$ cat src/rtl/fls_cfg.svh
`ifndef FLS_CFG_SVH
`define FLS_CFG_SVH

// ==========================================================
// clock and seconds tick
`define FLS_CLK_HZ 50000000
`define FLS_TICK_PERIOD_S 1
`define FLS_TICK_CYCLES (`FLS_CLK_HZ * `FLS_TICK_PERIOD_S)

// ==========================================================
// flow scaling, hundredths of a percent of full scale
`define FLS_FLOW_W 14
`define FLS_FULL_SCALE 10000
`define FLS_PULSE_FS_HZ 10000
`define FLS_PULSE_CNT_W 16

// ==========================================================
// register byte offsets
`define FLS_OFS_CTRL 5'h00
`define FLS_OFS_HI_LIMIT 5'h04
`define FLS_OFS_LO_LIMIT 5'h08
`define FLS_OFS_TIMES 5'h0C
`define FLS_OFS_STATUS 5'h10
`define FLS_OFS_IRQ_STAT 5'h14
`define FLS_OFS_IRQ_MASK 5'h18

// ==========================================================
// control field positions
`define FLS_CTRL_SRC_LSB 0
`define FLS_CTRL_HI_LSB 2
`define FLS_CTRL_LO_LSB 4
`define FLS_CTRL_CLR_BIT 8

// ==========================================================
// timer field positions
`define FLS_TIMES_HW_LSB 0
`define FLS_TIMES_HS_LSB 8
`define FLS_TIMES_LW_LSB 16
`define FLS_TIMES_LS_LSB 24

// ==========================================================
// status and interrupt bit positions
`define FLS_EV_HI_WARN 0
`define FLS_EV_HI_ERR 1
`define FLS_EV_LO_WARN 2
`define FLS_EV_LO_ERR 3
`define FLS_ST_STOP_BIT 4
`define FLS_ST_FB_LSB 16

// ==========================================================
// reset values
`define FLS_RST_CTRL 6'h00
`define FLS_RST_HI_LIMIT 14'h26AC
`define FLS_RST_LO_LIMIT 14'h0001
`define FLS_RST_TIMES 32'h0000_0000
`define FLS_RST_IRQ_MASK 4'h0

`endif

$ cat src/rtl/fls_pkg.sv
`include "fls_cfg.svh"

package fls_pkg;

    // ======================================================
    // selection codes for a supervised side
    typedef enum logic [1:0] {
        FLS_SEL_OFF = 2'h0,
        FLS_SEL_WARN = 2'h1,
        FLS_SEL_WARN_ERR = 2'h2
    } fls_sel_t;

    // feedback source codes
    typedef enum logic [1:0] {
        FLS_SRC_OFF = 2'h0,
        FLS_SRC_ANALOG = 2'h1,
        FLS_SRC_PULSE = 2'h2
    } fls_src_t;

    // side sequence, gray coded along the usual path
    typedef enum logic [1:0] {
        FLS_ST_IDLE = 2'b00,
        FLS_ST_TIMING = 2'b01,
        FLS_ST_WARNED = 2'b11,
        FLS_ST_STOPPED = 2'b10
    } fls_state_t;

    // configuration of one side
    typedef struct packed {
        logic [1:0] sel;
        logic [7:0] warn_time;
        logic [7:0] stop_time;
    } fls_side_cfg_t;

    // status of one side
    typedef struct packed {
        logic warn;
        logic err;
    } fls_side_sts_t;

endpackage

$ cat src/rtl/fls_side.sv
`timescale 1ns/1ps

module fls_side (
    // clock and reset
    input wire logic clk_in,
    input wire logic nrst_in,
    // control
    input wire logic tick_in,
    input wire logic clear_in,
    input wire logic out_of_limit_in,
    input fls_pkg::fls_side_cfg_t cfg_in,
    // status
    output fls_pkg::fls_side_sts_t sts_out
);
    import fls_pkg::*;

    fls_state_t state_ff;
    fls_state_t nxt_state;
    logic [7:0] cnt_ff;
    logic [7:0] nxt_cnt;
    logic warn_ff;
    logic err_ff;
    logic enabled;
    logic stop_en;

    // true once the elapsed seconds reach the programmed time
    function automatic logic expired(input logic [7:0] cnt,
                                     input logic [7:0] lim);
        expired = (cnt >= lim);
    endfunction

    // ======================================================
    // sequence control
    assign enabled = (cfg_in.sel == FLS_SEL_WARN) ||
                     (cfg_in.sel == FLS_SEL_WARN_ERR);
    assign stop_en = (cfg_in.sel == FLS_SEL_WARN_ERR);

    // next state and seconds count
    always_comb begin
        nxt_state = state_ff;
        nxt_cnt = cnt_ff;
        if (!enabled) begin
            nxt_state = FLS_ST_IDLE;
            nxt_cnt = 8'h00;
        end else begin
            unique case (state_ff)
                FLS_ST_IDLE: begin
                    if (out_of_limit_in) begin
                        nxt_state = FLS_ST_TIMING;
                        nxt_cnt = 8'h00;
                    end
                end
                FLS_ST_TIMING: begin
                    if (!out_of_limit_in) begin
                        nxt_state = FLS_ST_IDLE;
                        nxt_cnt = 8'h00;
                    end else if (expired(cnt_ff, cfg_in.warn_time)) begin
                        nxt_state = FLS_ST_WARNED;
                        nxt_cnt = 8'h00;
                    end else if (tick_in) begin
                        nxt_cnt = cnt_ff + 8'h01;
                    end
                end
                FLS_ST_WARNED: begin
                    if (!out_of_limit_in) begin
                        nxt_state = FLS_ST_IDLE;
                        nxt_cnt = 8'h00;
                    end else if (!stop_en) begin
                        nxt_cnt = 8'h00;
                    end else if (expired(cnt_ff, cfg_in.stop_time)) begin
                        nxt_state = FLS_ST_STOPPED;
                    end else if (tick_in) begin
                        nxt_cnt = cnt_ff + 8'h01;
                    end
                end
                FLS_ST_STOPPED: begin
                    if (clear_in) begin
                        nxt_state = FLS_ST_IDLE;
                        nxt_cnt = 8'h00;
                    end
                end
            endcase
        end
    end

    // state and count registers
    always_ff @(posedge clk_in or negedge nrst_in) begin
        if (!nrst_in) begin
            state_ff <= FLS_ST_IDLE;
            cnt_ff <= 8'h00;
        end else begin
            state_ff <= nxt_state;
            cnt_ff <= nxt_cnt;
        end
    end

    // registered flags
    always_ff @(posedge clk_in or negedge nrst_in) begin
        if (!nrst_in) begin
            warn_ff <= 1'b0;
            err_ff <= 1'b0;
        end else begin
            warn_ff <= (nxt_state == FLS_ST_WARNED) ||
                       (nxt_state == FLS_ST_STOPPED);
            err_ff <= (nxt_state == FLS_ST_STOPPED);
        end
    end

    assign sts_out.warn = warn_ff;
    assign sts_out.err = err_ff;
endmodule

$ cat src/rtl/fls_top.sv
// The register offsets and register access over Avalon-MM were left to the implementer.
`timescale 1ns/1ps
`include "fls_cfg.svh"

// Operation
// - above high limit, count high warning timer
// - back inside restarts; expiry raises high warning
// - warned and still high counts stop timer
// - high stop expiry raises error, stops drive
// - high select: off, warning, warning plus error
// - high limit is hundredths percent of full
// - below low limit, count low warning timer
// - back inside restarts; expiry raises low warning
// - warned and still low counts stop timer
// - low stop expiry raises error, stops drive
// - low limit is hundredths percent of full
// - low select zero silences low supervision
// - source: off, analog input, pulse input
// - low select: warning, or warning plus error
module fls_top #(
    parameter int TICK_CYCLES = `FLS_TICK_CYCLES
) (
    // clock and reset
    input wire logic clk_in,
    input wire logic nrst_in,
    // avalon-mm slave
    input wire logic [4:0] avs_address_in,
    input wire logic avs_read_in,
    input wire logic avs_write_in,
    input wire logic [31:0] avs_writedata_in,
    input wire logic [3:0] avs_byteenable_in,
    output logic [31:0] avs_readdata_out,
    output logic avs_waitrequest_out,
    // flow meter pins
    input wire logic [13:0] analog_flow_input_in,
    input wire logic pulse_flow_input_in,
    // drive control
    output logic stop_request_out,
    output fls_pkg::fls_side_sts_t high_flow_out,
    output fls_pkg::fls_side_sts_t low_flow_out,
    output logic irq_out
);
    import fls_pkg::*;

    // scale a one second pulse count to hundredths of a percent
    function automatic logic [13:0] pulse_to_pct(
        input logic [15:0] cnt);
        logic [31:0] prod;
        prod = {16'h0000, cnt} * 32'd`FLS_FULL_SCALE
               / 32'd`FLS_PULSE_FS_HZ;
        pulse_to_pct = (prod > 32'd`FLS_FULL_SCALE) ?
            14'(`FLS_FULL_SCALE) : prod[13:0];
    endfunction

    // merge one written byte lane set into a register word
    function automatic logic [31:0] lane_merge(input logic [31:0] old,
                                               input logic [31:0] wd,
                                               input logic [3:0] be);
        logic [31:0] res;
        res = old;
        for (int i = 0; i < 4; i++) begin
            if (be[i]) begin
                res[i*8 +: 8] = wd[i*8 +: 8];
            end
        end
        lane_merge = res;
    endfunction

    // ======================================================
    // pin synchronisers
    logic [13:0] ana_meta_ff;
    logic [13:0] ana_sync_ff;
    logic pul_meta_ff;
    logic pul_sync_ff;
    logic pul_prev_ff;

    // two flops on every pin, edge detect on the second
    always_ff @(posedge clk_in or negedge nrst_in) begin
        if (!nrst_in) begin
            ana_meta_ff <= 14'h0000;
            ana_sync_ff <= 14'h0000;
            pul_meta_ff <= 1'b0;
            pul_sync_ff <= 1'b0;
            pul_prev_ff <= 1'b0;
        end else begin
            ana_meta_ff <= analog_flow_input_in;
            ana_sync_ff <= ana_meta_ff;
            pul_meta_ff <= pulse_flow_input_in;
            pul_sync_ff <= pul_meta_ff;
            pul_prev_ff <= pul_sync_ff;
        end
    end

    // ======================================================
    // seconds tick divider
    logic [31:0] div_ff;
    logic tick_ff;

    // one-cycle enable once per second
    always_ff @(posedge clk_in or negedge nrst_in) begin
        if (!nrst_in) begin
            div_ff <= 32'h0000_0000;
            tick_ff <= 1'b0;
        end else if (div_ff >= 32'(TICK_CYCLES - 1)) begin
            div_ff <= 32'h0000_0000;
            tick_ff <= 1'b1;
        end else begin
            div_ff <= div_ff + 32'h0000_0001;
            tick_ff <= 1'b0;
        end
    end

    // ======================================================
    // pulse rate measurement over one second
    logic [15:0] pul_cnt_ff;
    logic [13:0] pul_pct_ff;
    logic pul_edge;
    // an edge in the tick cycle opens the next window, none is lost
    assign pul_edge = pul_sync_ff && !pul_prev_ff;

    // count rising edges, latch scaled rate at each tick
    always_ff @(posedge clk_in or negedge nrst_in) begin
        if (!nrst_in) begin
            pul_cnt_ff <= 16'h0000;
            pul_pct_ff <= 14'h0000;
        end else if (tick_ff) begin
            pul_cnt_ff <= {15'h0000, pul_edge};
            pul_pct_ff <= pulse_to_pct(pul_cnt_ff);
        end else if (pul_edge && pul_cnt_ff != 16'hFFFF) begin
            pul_cnt_ff <= pul_cnt_ff + 16'h0001;
        end
    end

    // ======================================================
    // registers
    logic [5:0] ctrl_ff;
    logic [13:0] hi_lim_ff;
    logic [13:0] lo_lim_ff;
    logic [31:0] times_ff;
    logic [3:0] irq_stat_ff;
    logic [3:0] irq_mask_ff;
    logic [31:0] rdata_ff;
    logic done_ff;
    logic req;
    logic wr_en;
    logic clr_pulse;
    logic [31:0] wr_word;

    // ======================================================
    // feedback selection and limit compare
    logic [13:0] fb;
    logic fb_valid;
    logic hi_ool;
    logic lo_ool;
    fls_side_cfg_t hi_cfg;
    fls_side_cfg_t lo_cfg;
    fls_side_sts_t hi_sts;
    fls_side_sts_t lo_sts;
    fls_side_sts_t hi_prev_ff;
    fls_side_sts_t lo_prev_ff;

    // source mux, disabled source supervises nothing
    always_comb begin
        fb = 14'h0000;
        fb_valid = 1'b0;
        unique case (ctrl_ff[`FLS_CTRL_SRC_LSB +: 2])
            FLS_SRC_ANALOG: begin
                fb = ana_sync_ff;
                fb_valid = 1'b1;
            end
            FLS_SRC_PULSE: begin
                fb = pul_pct_ff;
                fb_valid = 1'b1;
            end
            default: begin
                fb = 14'h0000;
                fb_valid = 1'b0;
            end
        endcase
    end

    assign hi_ool = fb_valid && (fb > hi_lim_ff);
    assign lo_ool = fb_valid && (fb < lo_lim_ff);

    // side configuration
    assign hi_cfg.sel = ctrl_ff[`FLS_CTRL_HI_LSB +: 2];
    assign hi_cfg.warn_time = times_ff[`FLS_TIMES_HW_LSB +: 8];
    assign hi_cfg.stop_time = times_ff[`FLS_TIMES_HS_LSB +: 8];
    assign lo_cfg.sel = ctrl_ff[`FLS_CTRL_LO_LSB +: 2];
    assign lo_cfg.warn_time = times_ff[`FLS_TIMES_LW_LSB +: 8];
    assign lo_cfg.stop_time = times_ff[`FLS_TIMES_LS_LSB +: 8];

    // high side supervision
    fls_side u_high (
        .clk_in(clk_in),
        .nrst_in(nrst_in),
        .tick_in(tick_ff),
        .clear_in(clr_pulse),
        .out_of_limit_in(hi_ool),
        .cfg_in(hi_cfg),
        .sts_out(hi_sts)
    );

    // low side supervision
    fls_side u_low (
        .clk_in(clk_in),
        .nrst_in(nrst_in),
        .tick_in(tick_ff),
        .clear_in(clr_pulse),
        .out_of_limit_in(lo_ool),
        .cfg_in(lo_cfg),
        .sts_out(lo_sts)
    );

    // flags and stop command, all from flops
    assign high_flow_out = hi_sts;
    assign low_flow_out = lo_sts;

    // stop command registered
    always_ff @(posedge clk_in or negedge nrst_in) begin
        if (!nrst_in) begin
            stop_request_out <= 1'b0;
        end else begin
            stop_request_out <= hi_sts.err || lo_sts.err;
        end
    end

    // ======================================================
    // avalon handshake: one wait cycle per access
    assign req = avs_read_in || avs_write_in;
    assign avs_waitrequest_out = req && !done_ff;
    assign wr_en = avs_write_in && done_ff;
    assign clr_pulse = wr_en && (avs_address_in == `FLS_OFS_CTRL) &&
                       avs_byteenable_in[1] &&
                       avs_writedata_in[`FLS_CTRL_CLR_BIT];
    assign avs_readdata_out = rdata_ff;
    assign wr_word = lane_merge( // addressed word, written lanes merged
        (avs_address_in == `FLS_OFS_CTRL) ? {26'h000_0000, ctrl_ff} :
        (avs_address_in == `FLS_OFS_HI_LIMIT) ? {18'h0_0000, hi_lim_ff} :
        (avs_address_in == `FLS_OFS_LO_LIMIT) ? {18'h0_0000, lo_lim_ff} :
        times_ff, avs_writedata_in, avs_byteenable_in);

    // done marks the accepting cycle
    always_ff @(posedge clk_in or negedge nrst_in) begin
        if (!nrst_in) begin
            done_ff <= 1'b0;
        end else begin
            done_ff <= req && !done_ff;
        end
    end

    // read data captured in the wait cycle, zero when unmapped
    always_ff @(posedge clk_in or negedge nrst_in) begin
        if (!nrst_in) begin
            rdata_ff <= 32'h0000_0000;
        end else if (avs_read_in && !done_ff) begin
            unique case (avs_address_in)
                `FLS_OFS_CTRL: rdata_ff <= {26'h000_0000, ctrl_ff};
                `FLS_OFS_HI_LIMIT: rdata_ff <= {18'h0_0000, hi_lim_ff};
                `FLS_OFS_LO_LIMIT: rdata_ff <= {18'h0_0000, lo_lim_ff};
                `FLS_OFS_TIMES: rdata_ff <= times_ff;
                `FLS_OFS_STATUS: rdata_ff <= {2'b00, fb, 11'h000,
                    stop_request_out, lo_sts.err, lo_sts.warn,
                    hi_sts.err, hi_sts.warn};
                `FLS_OFS_IRQ_STAT: rdata_ff <= {28'h000_0000, irq_stat_ff};
                `FLS_OFS_IRQ_MASK: rdata_ff <= {28'h000_0000, irq_mask_ff};
                default: rdata_ff <= 32'h0000_0000;
            endcase
        end
    end

    // configuration registers written on the accepting edge
    always_ff @(posedge clk_in or negedge nrst_in) begin
        if (!nrst_in) begin
            ctrl_ff <= `FLS_RST_CTRL;
            hi_lim_ff <= `FLS_RST_HI_LIMIT;
            lo_lim_ff <= `FLS_RST_LO_LIMIT;
            times_ff <= `FLS_RST_TIMES;
            irq_mask_ff <= `FLS_RST_IRQ_MASK;
        end else if (wr_en) begin
            unique case (avs_address_in)
                `FLS_OFS_CTRL: ctrl_ff <= wr_word[5:0];
                `FLS_OFS_HI_LIMIT: hi_lim_ff <= wr_word[13:0];
                `FLS_OFS_LO_LIMIT: lo_lim_ff <= wr_word[13:0];
                `FLS_OFS_TIMES: times_ff <= wr_word;
                `FLS_OFS_IRQ_MASK: if (avs_byteenable_in[0]) begin
                    irq_mask_ff <= avs_writedata_in[3:0];
                end
                default: begin
                end
            endcase
        end
    end

    // ======================================================
    // interrupts: rising flags set sticky bits, write one clears
    logic [3:0] ev_set;
    logic [3:0] ev_clr;

    assign ev_set = {lo_sts.err && !lo_prev_ff.err,
                     lo_sts.warn && !lo_prev_ff.warn,
                     hi_sts.err && !hi_prev_ff.err,
                     hi_sts.warn && !hi_prev_ff.warn};
    assign ev_clr = (wr_en && avs_address_in == `FLS_OFS_IRQ_STAT &&
                     avs_byteenable_in[0]) ? avs_writedata_in[3:0] :
                    4'h0;

    // previous flags for edge detection
    always_ff @(posedge clk_in or negedge nrst_in) begin
        if (!nrst_in) begin
            hi_prev_ff <= '0;
            lo_prev_ff <= '0;
        end else begin
            hi_prev_ff <= hi_sts;
            lo_prev_ff <= lo_sts;
        end
    end

    // set wins over a clear in the same cycle
    always_ff @(posedge clk_in or negedge nrst_in) begin
        if (!nrst_in) begin
            irq_stat_ff <= 4'h0;
        end else begin
            irq_stat_ff <= (irq_stat_ff & ~ev_clr) | ev_set;
        end
    end

    assign irq_out = |(irq_stat_ff & irq_mask_ff);
endmodule
$ cat config.mk
export PLATFORM = sky130hd
export DESIGN_NAME = fls_top
export DESIGN_NICKNAME = d
export VERILOG_FILES = /design/src/rtl/fls_pkg.sv /design/src/rtl/fls_side.sv /design/src/rtl/fls_top.sv
export VERILOG_INCLUDE_DIRS = /design/src /design/src/rtl
export SDC_FILE = /design/constraint.sdc
export NUM_CORES = 1
export LEC_CHECK = 0
export BUFFER_PORTS_ARGS = -buffer_cell sky130_fd_sc_hd__buf_2
export CAP_MARGIN = 20
export CORE_MARGIN = 2
export CORE_UTILIZATION = 45
export DETAILED_ROUTE_END_ITERATION = 12
export PLACE_DENSITY = 0.73
export SYNTH_ARGS = -nofsm -noshare
export SYNTH_HDL_FRONTEND = slang
export SYNTH_SLANG_ARGS = --single-unit
$ cat constraint.sdc
create_clock -name clk_in -period 16.4 [get_ports clk_in]
set_input_delay 0.82 -clock clk_in [delete_from_list [all_inputs] [get_ports clk_in]]
set_output_delay 0.82 -clock clk_in [all_outputs]
set_load 0.02 [all_outputs]
==> results.md, run 1 <==
* Clock buffers created by TritonCTS at 23
* Period Utilization, post-route at 1.07
* Placed cell count at 3,742
* Initial antenna violation count at 1
* Fin nets at 3,534
* Worst-case setup slack after placement at -1.20 ns
* TritonCTS sink count at 230
* Clock root buffer: sky130_fd_sc_hd__clkbuf_16
* Min cycle time layout at 17.55 ns
* Worst clock skew at 0.00785 ns
* Wirelength, routed at 73.7 mm
* Failing checks: negative setup slack
* GP Congestion at 0.939
* Number of cells produced by synthesis at 2,561
* Power per unit of standard cell area at 45.0 nW/um2
* Tot GR Track Use at 0.275
* Fraction of layout instances using a drive strength above 1 at 0.377
* Standby leakage power at 14.0 nW
* Detailed-route via count at 23.5k
* Filler cell count in the final layout at 3,494
* Category of the worst setup path capture point: flip-flop
* Fin. Hold Viols at 0
* Max IR drop VDD at 0.0473 mV
* Pin count of the biggest net entering global routing at 143
* Residual DRC count at 0
* Overall power at 0.00139 W
* Post-route non-filler standard cell count at 3,912
* Number of violations reported at the end of detailed-routing iteration 0 at 1,926
* Area share of the largest cell type after synthesis at 0.259
* Endpoints failing setup at 12
* Antenna Violating Nets Remaining at 0
* Crit-path most repeated cell: sky130_fd_sc_hd__buf_4
* Fraction of synthesis flops using an asynchronous set or reset pin at 1.00
* DR WL/cell at 18.9 um
* Remaining Overflow, GRT at 0
* Data required time of the critical path at 16.78 ns
* Highest achievable clock rate at 57.0 MHz
* Slack of the critical path at -1.15 ns
* Top-Level Pins at 99
* H-tree levels at 1
* Latest clock arrival within the worst-skew pair at 0.51 ns
* Maximum net fanout on the critical path at 8
* Worst Hold Margin at 0.345 ns
* Post-synthesis instance area at 21,400 um2
* Category of the critical setup timing path: reg2reg
* Largest area contributor in the synthesized netlist: sky130_fd_sc_hd__dfrtp_1
* Vias per cell at 6.01
* Flip-flop and latch count after synthesis at 230
* Die Outline Area at 49,400 um2
* DIE HEIGHT at 222 um
* Mean post-synth cell area at 8.36 um2
* Area of the core region at 46,800 um2
* Status: complete, but fails checks
* Yosys cell types at 129
* Initial cell density of the core at 0.458
* DRT Pass-1 Iters at 8
* Synth Warn # at 0
* Most used routing layer: met2
* Final count of pins violating max slew at 0
* GR Layer Usage met1 at 0.342
* Buffers from clock root to sink, at most at 3
* Slowest library cell on the worst path: sky130_fd_sc_hd__fa_1
* TritonCTS clock tree: built
* MaxCap Viol Count at 0
* Global-route track usage on met2 at 0.495
* Met3 usage at 0.0317
* Highest-count cells in the layout ignoring fill and taps: 652 x sky130_fd_sc_hd__buf_4, 256 x sky130_fd_sc_hd__nand2_1, 222 x sky130_fd_sc_hd__dfrtp_1, 218 x sky130_fd_sc_hd__nor2_1, 173 x sky130_fd_sc_hd__inv_1
* Die width at 222 um
* Clock slew at the register clock pins of the worst setup and hold paths at 0.06 ns
* Most common cell after layout, fill and taps aside: sky130_fd_sc_hd__buf_4
* Setup total negative slack at -13.17 ns
* Primary flip-flop cell chosen by synthesis mapping: sky130_fd_sc_hd__dfrtp_1
* Longest individual stage delay on the worst path at 0.51 ns
* Sequential element share of the synthesized area at 0.269
* Min-delay worst type: reg2reg
* Critical Path Source Type: flip-flop
* Worst max-slew margin expressed relative to the limit at 0.256
* Wire length of the first global-routing pass at 114 mm
* Via count of the first global-routing pass at 23.2k
* Worst path arrival time at 17.93 ns
* Unrepaired setup endpoints after global routing: yes
* Post-synth EDFFs at 0
* Actual transition at the worst max-transition pin at 1.09 ns
* Dpl hpwl at 52.3 mm
* Cell Rows at 79
* Buffers on Ports at 98
* Area growth from synthesis to layout at 44.2%
* Leading cell types by total area after synthesis: sky130_fd_sc_hd__dfrtp_1 26%, sky130_fd_sc_hd__ha_1 8.8%, sky130_fd_sc_hd__nand2_1 4.6%, sky130_fd_sc_hd__nor2_1 4.1%, sky130_fd_sc_hd__xnor2_1 3.6%
-- cell families (layout without fill, tap and decap cells) --
logic type,Yosys count,after routing,synth area share
AO/OA/AOI/OAI,804,805,0.282
XOR/XNOR,137,137,0.0599
adder cells (fa/ha/maj),191,191,0.123
buffers and inverters,277,1014,0.0516
flip-flops,230,230,0.269
multiplexers,32,32,0.0161
other,1,7,0.000175
AND/OR/NAND/NOR,889,889,0.198
-- critical path, delay by kind of cell, from the launching register on --
family          cells  cell delay, ns
buf+inv            14            1.89
compound gates     36            8.63
fa+ha+maj           6            2.28
simple gates       10            2.21
flops               1            0.37
xor+xnor            2            0.57
mux                 4            1.40
-- path summary, 6_finish.rpt --
kind | startpoint | to | slack [ns] | depth (start not counted)
worst min register to register | ana_meta_ff[6] | ana_sync_ff[6] | 0.34 | 0
worst max-delay path | pul_cnt_ff[6] | pul_pct_ff[13] | -1.15 | 72
min in group asynchronous | nrst_in | div_ff[2] | 0.45 | 1
max in group asynchronous | nrst_in | ana_sync_ff[13] | 14.48 | 3
worst max register to register | pul_cnt_ff[6] | pul_pct_ff[13] | -1.15 | 72
worst min-delay path | ana_meta_ff[6] | ana_sync_ff[6] | 0.34 | 0
-- cell usage after synthesis (10+ instances only) --
cell,count
sky130_fd_sc_hd__a211o_1,14
sky130_fd_sc_hd__and2_1,20
sky130_fd_sc_hd__a211oi_1,29
sky130_fd_sc_hd__a22o_1,13
sky130_fd_sc_hd__a31oi_1,19
sky130_fd_sc_hd__nand2_1,265
sky130_fd_sc_hd__inv_1,185
sky130_fd_sc_hd__a22oi_1,54
sky130_fd_sc_hd__a21oi_1,149
sky130_fd_sc_hd__o2111ai_1,17
sky130_fd_sc_hd__or2_2,17
sky130_fd_sc_hd__nor2_1,232
sky130_fd_sc_hd__nor3_1,56
sky130_fd_sc_hd__o21ai_1,35
sky130_fd_sc_hd__nor4_1,14
sky130_fd_sc_hd__or3_1,16
sky130_fd_sc_hd__a21o_1,38
sky130_fd_sc_hd__xnor2_1,88
sky130_fd_sc_hd__mux2i_1,18
sky130_fd_sc_hd__ha_1,151
sky130_fd_sc_hd__o21ai_0,140
sky130_fd_sc_hd__nand3_1,92
sky130_fd_sc_hd__clkbuf_1,59
sky130_fd_sc_hd__fa_1,35
sky130_fd_sc_hd__nand4_1,29
sky130_fd_sc_hd__and4_1,13
sky130_fd_sc_hd__xor2_1,41
sky130_fd_sc_hd__a221oi_1,12
sky130_fd_sc_hd__o21a_1,24
sky130_fd_sc_hd__o31ai_1,17
sky130_fd_sc_hd__o2bb2ai_1,10
sky130_fd_sc_hd__mux2_2,11
sky130_fd_sc_hd__a311oi_1,11
sky130_fd_sc_hd__nand2b_1,35
sky130_fd_sc_hd__nor2b_1,19
sky130_fd_sc_hd__o211ai_1,27
sky130_fd_sc_hd__dfrtp_1,222
sky130_fd_sc_hd__buf_2,22
sky130_fd_sc_hd__and3_1,33
-- layout make-up --
type / instances / area (um2) / share of cell area
clock buffer: 35 / 701 / 0.0227
tap: 607 / 759 / 0.0246
sequential: 230 / 5770 / 0.187
antenna: 1 / 2.50 / 0.0000810
timing repair buffer: 787 / 5860 / 0.190
inverter: 186 / 701 / 0.0227
clock inverter: 6 / 115 / 0.00373
multi-input combinational: 2060 / 17000 / 0.550
-- repair_timing --
| action | CTS | global route |
|---|---|---|
| buffers inserted | 84 | 45 |
| cloned | 1 | 0 |
| resized for setup | 225 | 127 |
| pin swaps | 145 | 105 |
| setup endpoints to repair | 13 | 13 |
| hold buffers | 0 | 0 |
-- stage by stage --
stage / utilization / cell area, um2
floorplan: - / 22100
global placement: 0.581 / 27100
detailed placement: 0.581 / 27100
CTS: 0.639 / 29900
global route: 0.661 / 30900
finish: 0.661 / 30900
-- metal layers --
| layer | part of all wire | up-vias |
|---|---|---|
| li1 | - | 10800 |
| met5 | 0 | - |
| met1 | 0.40 | 11500 |
| met2 | 0.50 | 979 |
| met4 | 0.037 | 0 |
| met3 | 0.059 | 246 |
-- report_power, final --
| part | switching (W) | leakage, nW | internal (W) |
|---|---|---|---|
| Sequential | 0.0000269 | 3.04 | 0.000596 |
| Combinational | 0.000125 | 10.6 | 0.0000820 |
| Clock | 0.000219 | 0.402 | 0.000342 |
-- state kept, by name, indices dropped and copies added, names as in the netlist, 2 cells and up --
signal            cells
times_ff             32
ana_sync_ff          14
irq_mask_ff           4
hi_lim_ff            14
irq_stat_ff           4
lo_prev_ff            2
u_low.cnt_ff          8
pul_cnt_ff           16
ana_meta_ff          14
pul_pct_ff           14
u_high.state_ff       2
u_high.cnt_ff         8
div_ff               32
lo_lim_ff            14
ctrl_ff               6
avs_readdata_out     32
u_low.state_ff        2
hi_prev_ff            2
No activity file was read; power rests on OpenSTA's default activity.
==> run 2: changes to the inputs <==
--- a/config.mk
+++ b/config.mk
@@ -6,7 +6,7 @@
 export SDC_FILE = /design/constraint.sdc
 export NUM_CORES = 1
 export LEC_CHECK = 0
-export BUFFER_PORTS_ARGS = -buffer_cell sky130_fd_sc_hd__buf_2
+export BUFFER_PORTS_ARGS = -buffer_cell sky130_fd_sc_hd__clkbuf_2
 export CAP_MARGIN = 20
 export CORE_MARGIN = 2
 export CORE_UTILIZATION = 45
==> run 2 against run 1 <==
Compared with the run above:
- the run still ends with negative setup slack left
- sequential share of layout area shrank 0.070 points
- non-clock buffer count is 34 higher
- global-route usage grew 0.32 points
- design area up 0.38%
- critical endpoint is now pul_pct_ff[11]
- highest routed layer unchanged
==> results.md, run 2 (same netlist as run 1, synthesis figures left out) <==
* DRT Pass-1 Iters at 8 (unchanged)
* Detailed-route via count at 23.5k (-0.14%)
* Combined buffer and inverter count along the critical path at 16 (+2)
* Tot GR Track Use at 0.278 (+0.00323)
* H-tree levels at 1 (unchanged)
* Buffers on Ports at 98 (unchanged)
* Area of the multi-input gates at 16,800 um2 (-0.84%)
* MaxCap Viol Count at 0 (unchanged)
* Slowest library cell on the worst path: sky130_fd_sc_hd__fa_1
* Buffers from clock root to sink, at most at 3 (unchanged)
* Area used by sequential logic in the layout at 5770 um2 (unchanged)
* Most common cell after layout, fill and taps aside: sky130_fd_sc_hd__buf_4
* Worst clock skew at 0.0119 ns (+0.00401 ns)
* Worst-case setup slack after placement at -1.35 ns (-0.147 ns)
* Clock root buffer: sky130_fd_sc_hd__clkbuf_16
* Initial antenna violation count at 0 (-1)
* Most used routing layer: met2
* Vias per cell at 5.95 (-1.0%)
* Die Outline Area at 49,400 um2 (unchanged)
* DR WL/cell at 18.6 um (-1.2%)
* Met3 usage at 0.0239 (-0.00782)
* Via count of the first global-routing pass at 23.3k (+0.70%)
* Unrepaired setup endpoints after global routing: yes
* Clock buffers created by TritonCTS at 24 (+4.3%)
* Actual transition at the worst max-transition pin at 0.966 ns (-0.121 ns)
* Post-route cell area at 31,000 um2 (+0.38%)
* Critical Path Source Type: flip-flop
* Data required time of the critical path at 16.87 ns (+0.09 ns)
* DIE HEIGHT at 222 um (unchanged)
* Pin count of the biggest net entering global routing at 109 (-24%)
* Worst max-slew margin expressed relative to the limit at 0.354 (+0.0979)
* Placed cell count at 3,771 (+0.77%)
* Remaining Overflow, GRT at 0 (unchanged)
* Wire length of the first global-routing pass at 115 mm (+0.95%)
* Wirelength, routed at 73.5 mm (-0.31%)
* Initial cell density of the core at 0.458 (unchanged)
* Number of violations reported at the end of detailed-routing iteration 0 at 1,928 (+0.10%)
* Highest-count cells in the layout ignoring fill and taps: 693 x sky130_fd_sc_hd__buf_4, 253 x sky130_fd_sc_hd__nand2_1, 222 x sky130_fd_sc_hd__dfrtp_1, 218 x sky130_fd_sc_hd__nor2_1, 167 x sky130_fd_sc_hd__inv_1
* Global-route track usage on met2 at 0.501 (+0.00627)
* Failing checks: negative setup slack
* Category of the critical setup timing path: reg2reg
* Cell class contributing the biggest share of worst-path delay: compound AO/OA/AOI/OAI gates
* Fraction of layout instances using a drive strength above 1 at 0.385 (+0.00761)
* Endpoints failing setup at 12 (unchanged)
* Fin nets at 3,568 (+0.96%)
* Period Utilization, post-route at 1.07 (-0.00153)
* Post-route non-filler standard cell count at 3,947 (+0.89%)
* Power per unit of standard cell area at 45.8 nW/um2 (+1.6%)
* Top-Level Pins at 99 (unchanged)
* Clock slew at the register clock pins of the worst setup and hold paths at 0.06 ns (about the same)
* TritonCTS sink count at 230 (unchanged)
* Residual DRC count at 0 (unchanged)
* Area after DPL at 27,400 um2 (+0.80%)
* Setup total negative slack at -12.71 ns (+0.462 ns)
* Dpl hpwl at 52.2 mm (-0.18%)
* Crit-path most repeated cell: sky130_fd_sc_hd__buf_4
* Category of the worst setup path capture point: flip-flop
* Max IR drop VDD at 0.0505 mV (+6.9%)
* TritonCTS clock tree: built
* Standby leakage power at 14.3 nW (+1.5%)
* GR Layer Usage met1 at 0.348 (+0.00614)
* Die width at 222 um (unchanged)
* Antenna diode count at 0 (-1)
* Worst Hold Margin at 0.322 ns (-0.0230 ns)
* Fin. Hold Viols at 0 (unchanged)
* GP Congestion at 0.917 (-2.4%)
* Longest individual stage delay on the worst path at 0.56 ns (+0.05 ns)
* Area growth from synthesis to layout at 44.8%
* Maximum net fanout on the critical path at 6 (-2)
* Min cycle time layout at 17.52 ns (-0.0251 ns)
* Slack of the critical path at -1.12 ns (+0.0251 ns)
* Antenna Violating Nets Remaining at 0 (unchanged)
* Final count of pins violating max slew at 0 (unchanged)
* Highest achievable clock rate at 57.1 MHz (+0.14%)
* Area of the core region at 46,800 um2 (unchanged)
* Min-delay worst type: in2async
* Filler cell count in the final layout at 3,501 (+0.20%)
* Latest clock arrival within the worst-skew pair at 0.53 ns (+0.02 ns)
* Status: complete, but fails checks
* Cell Rows at 79 (unchanged)
* Worst path arrival time at 17.99 ns (+0.06 ns)
[run 2: cell count changes in the layout (fill, tap and decap cells not counted), sizes merged]
cell / previous run / this run
clkbuf: 35 / 133
buf: 787 / 723
clkinvlp: 0 / 2
diode: 1 / 0
dlymetal6s2s: 0 / 1
o211ai: 33 / 32
[run 2: metrics by stage]
step	utilization	total power, W
floorplan	-	0.000749
finish	0.663	0.00142
detailed placement	0.585	0.000828
global placement	0.585	0.000818
CTS	0.639	0.00142
global route	0.663	0.00147
[run 2: power breakdown]
group,switching (W),leakage (nW),internal [W]
Clock,0.000231,0.414,0.000354
Sequential,0.0000276,3.04,0.000596
Combinational,0.000126,10.8,0.0000831
Total,0.000385,14.3,0.00103
[run 2: metal layers]
| layer | part of all wire | vias to the layer above |
|---|---|---|
| met5 | 0 | - |
| met1 | 0.40 | 11500 |
| met3 | 0.056 | 205 |
| li1 | - | 10900 |
| met4 | 0.035 | 0 |
| met2 | 0.50 | 959 |
[run 2: worst paths after layout]
check,startpoint,end,slack [ns],cells past startpoint
max,pul_cnt_ff[6],pul_pct_ff[11],-1.12,75
min,nrst_in,div_ff[8],0.32,1
max reg2reg,pul_cnt_ff[6],pul_pct_ff[11],-1.12,75
min reg2reg,ana_meta_ff[6],ana_sync_ff[6],0.34,0
max in group asynchronous,nrst_in,ana_sync_ff[2],14.67,2
min in group clk_in,ana_meta_ff[6],ana_sync_ff[6],0.34,0
[run 2: area by class of cell]
class	instances	area share
inverter	186	0.0225
clock inverter	8	0.00408
tap	607	0.0245
multi-input combinational	2059	0.543
timing repair buffer	821	0.196
sequential	230	0.186
clock buffer	36	0.0234
[run 2: repair_timing]
item | CTS | global route
endpoints found under the setup margin | 13 | 13
pin swaps | 114 | 82
resized for setup | 199 | 131
buffers inserted | 89 | 52
hold endpoints to repair | 0 | 0
hold buffers | 0 | 0
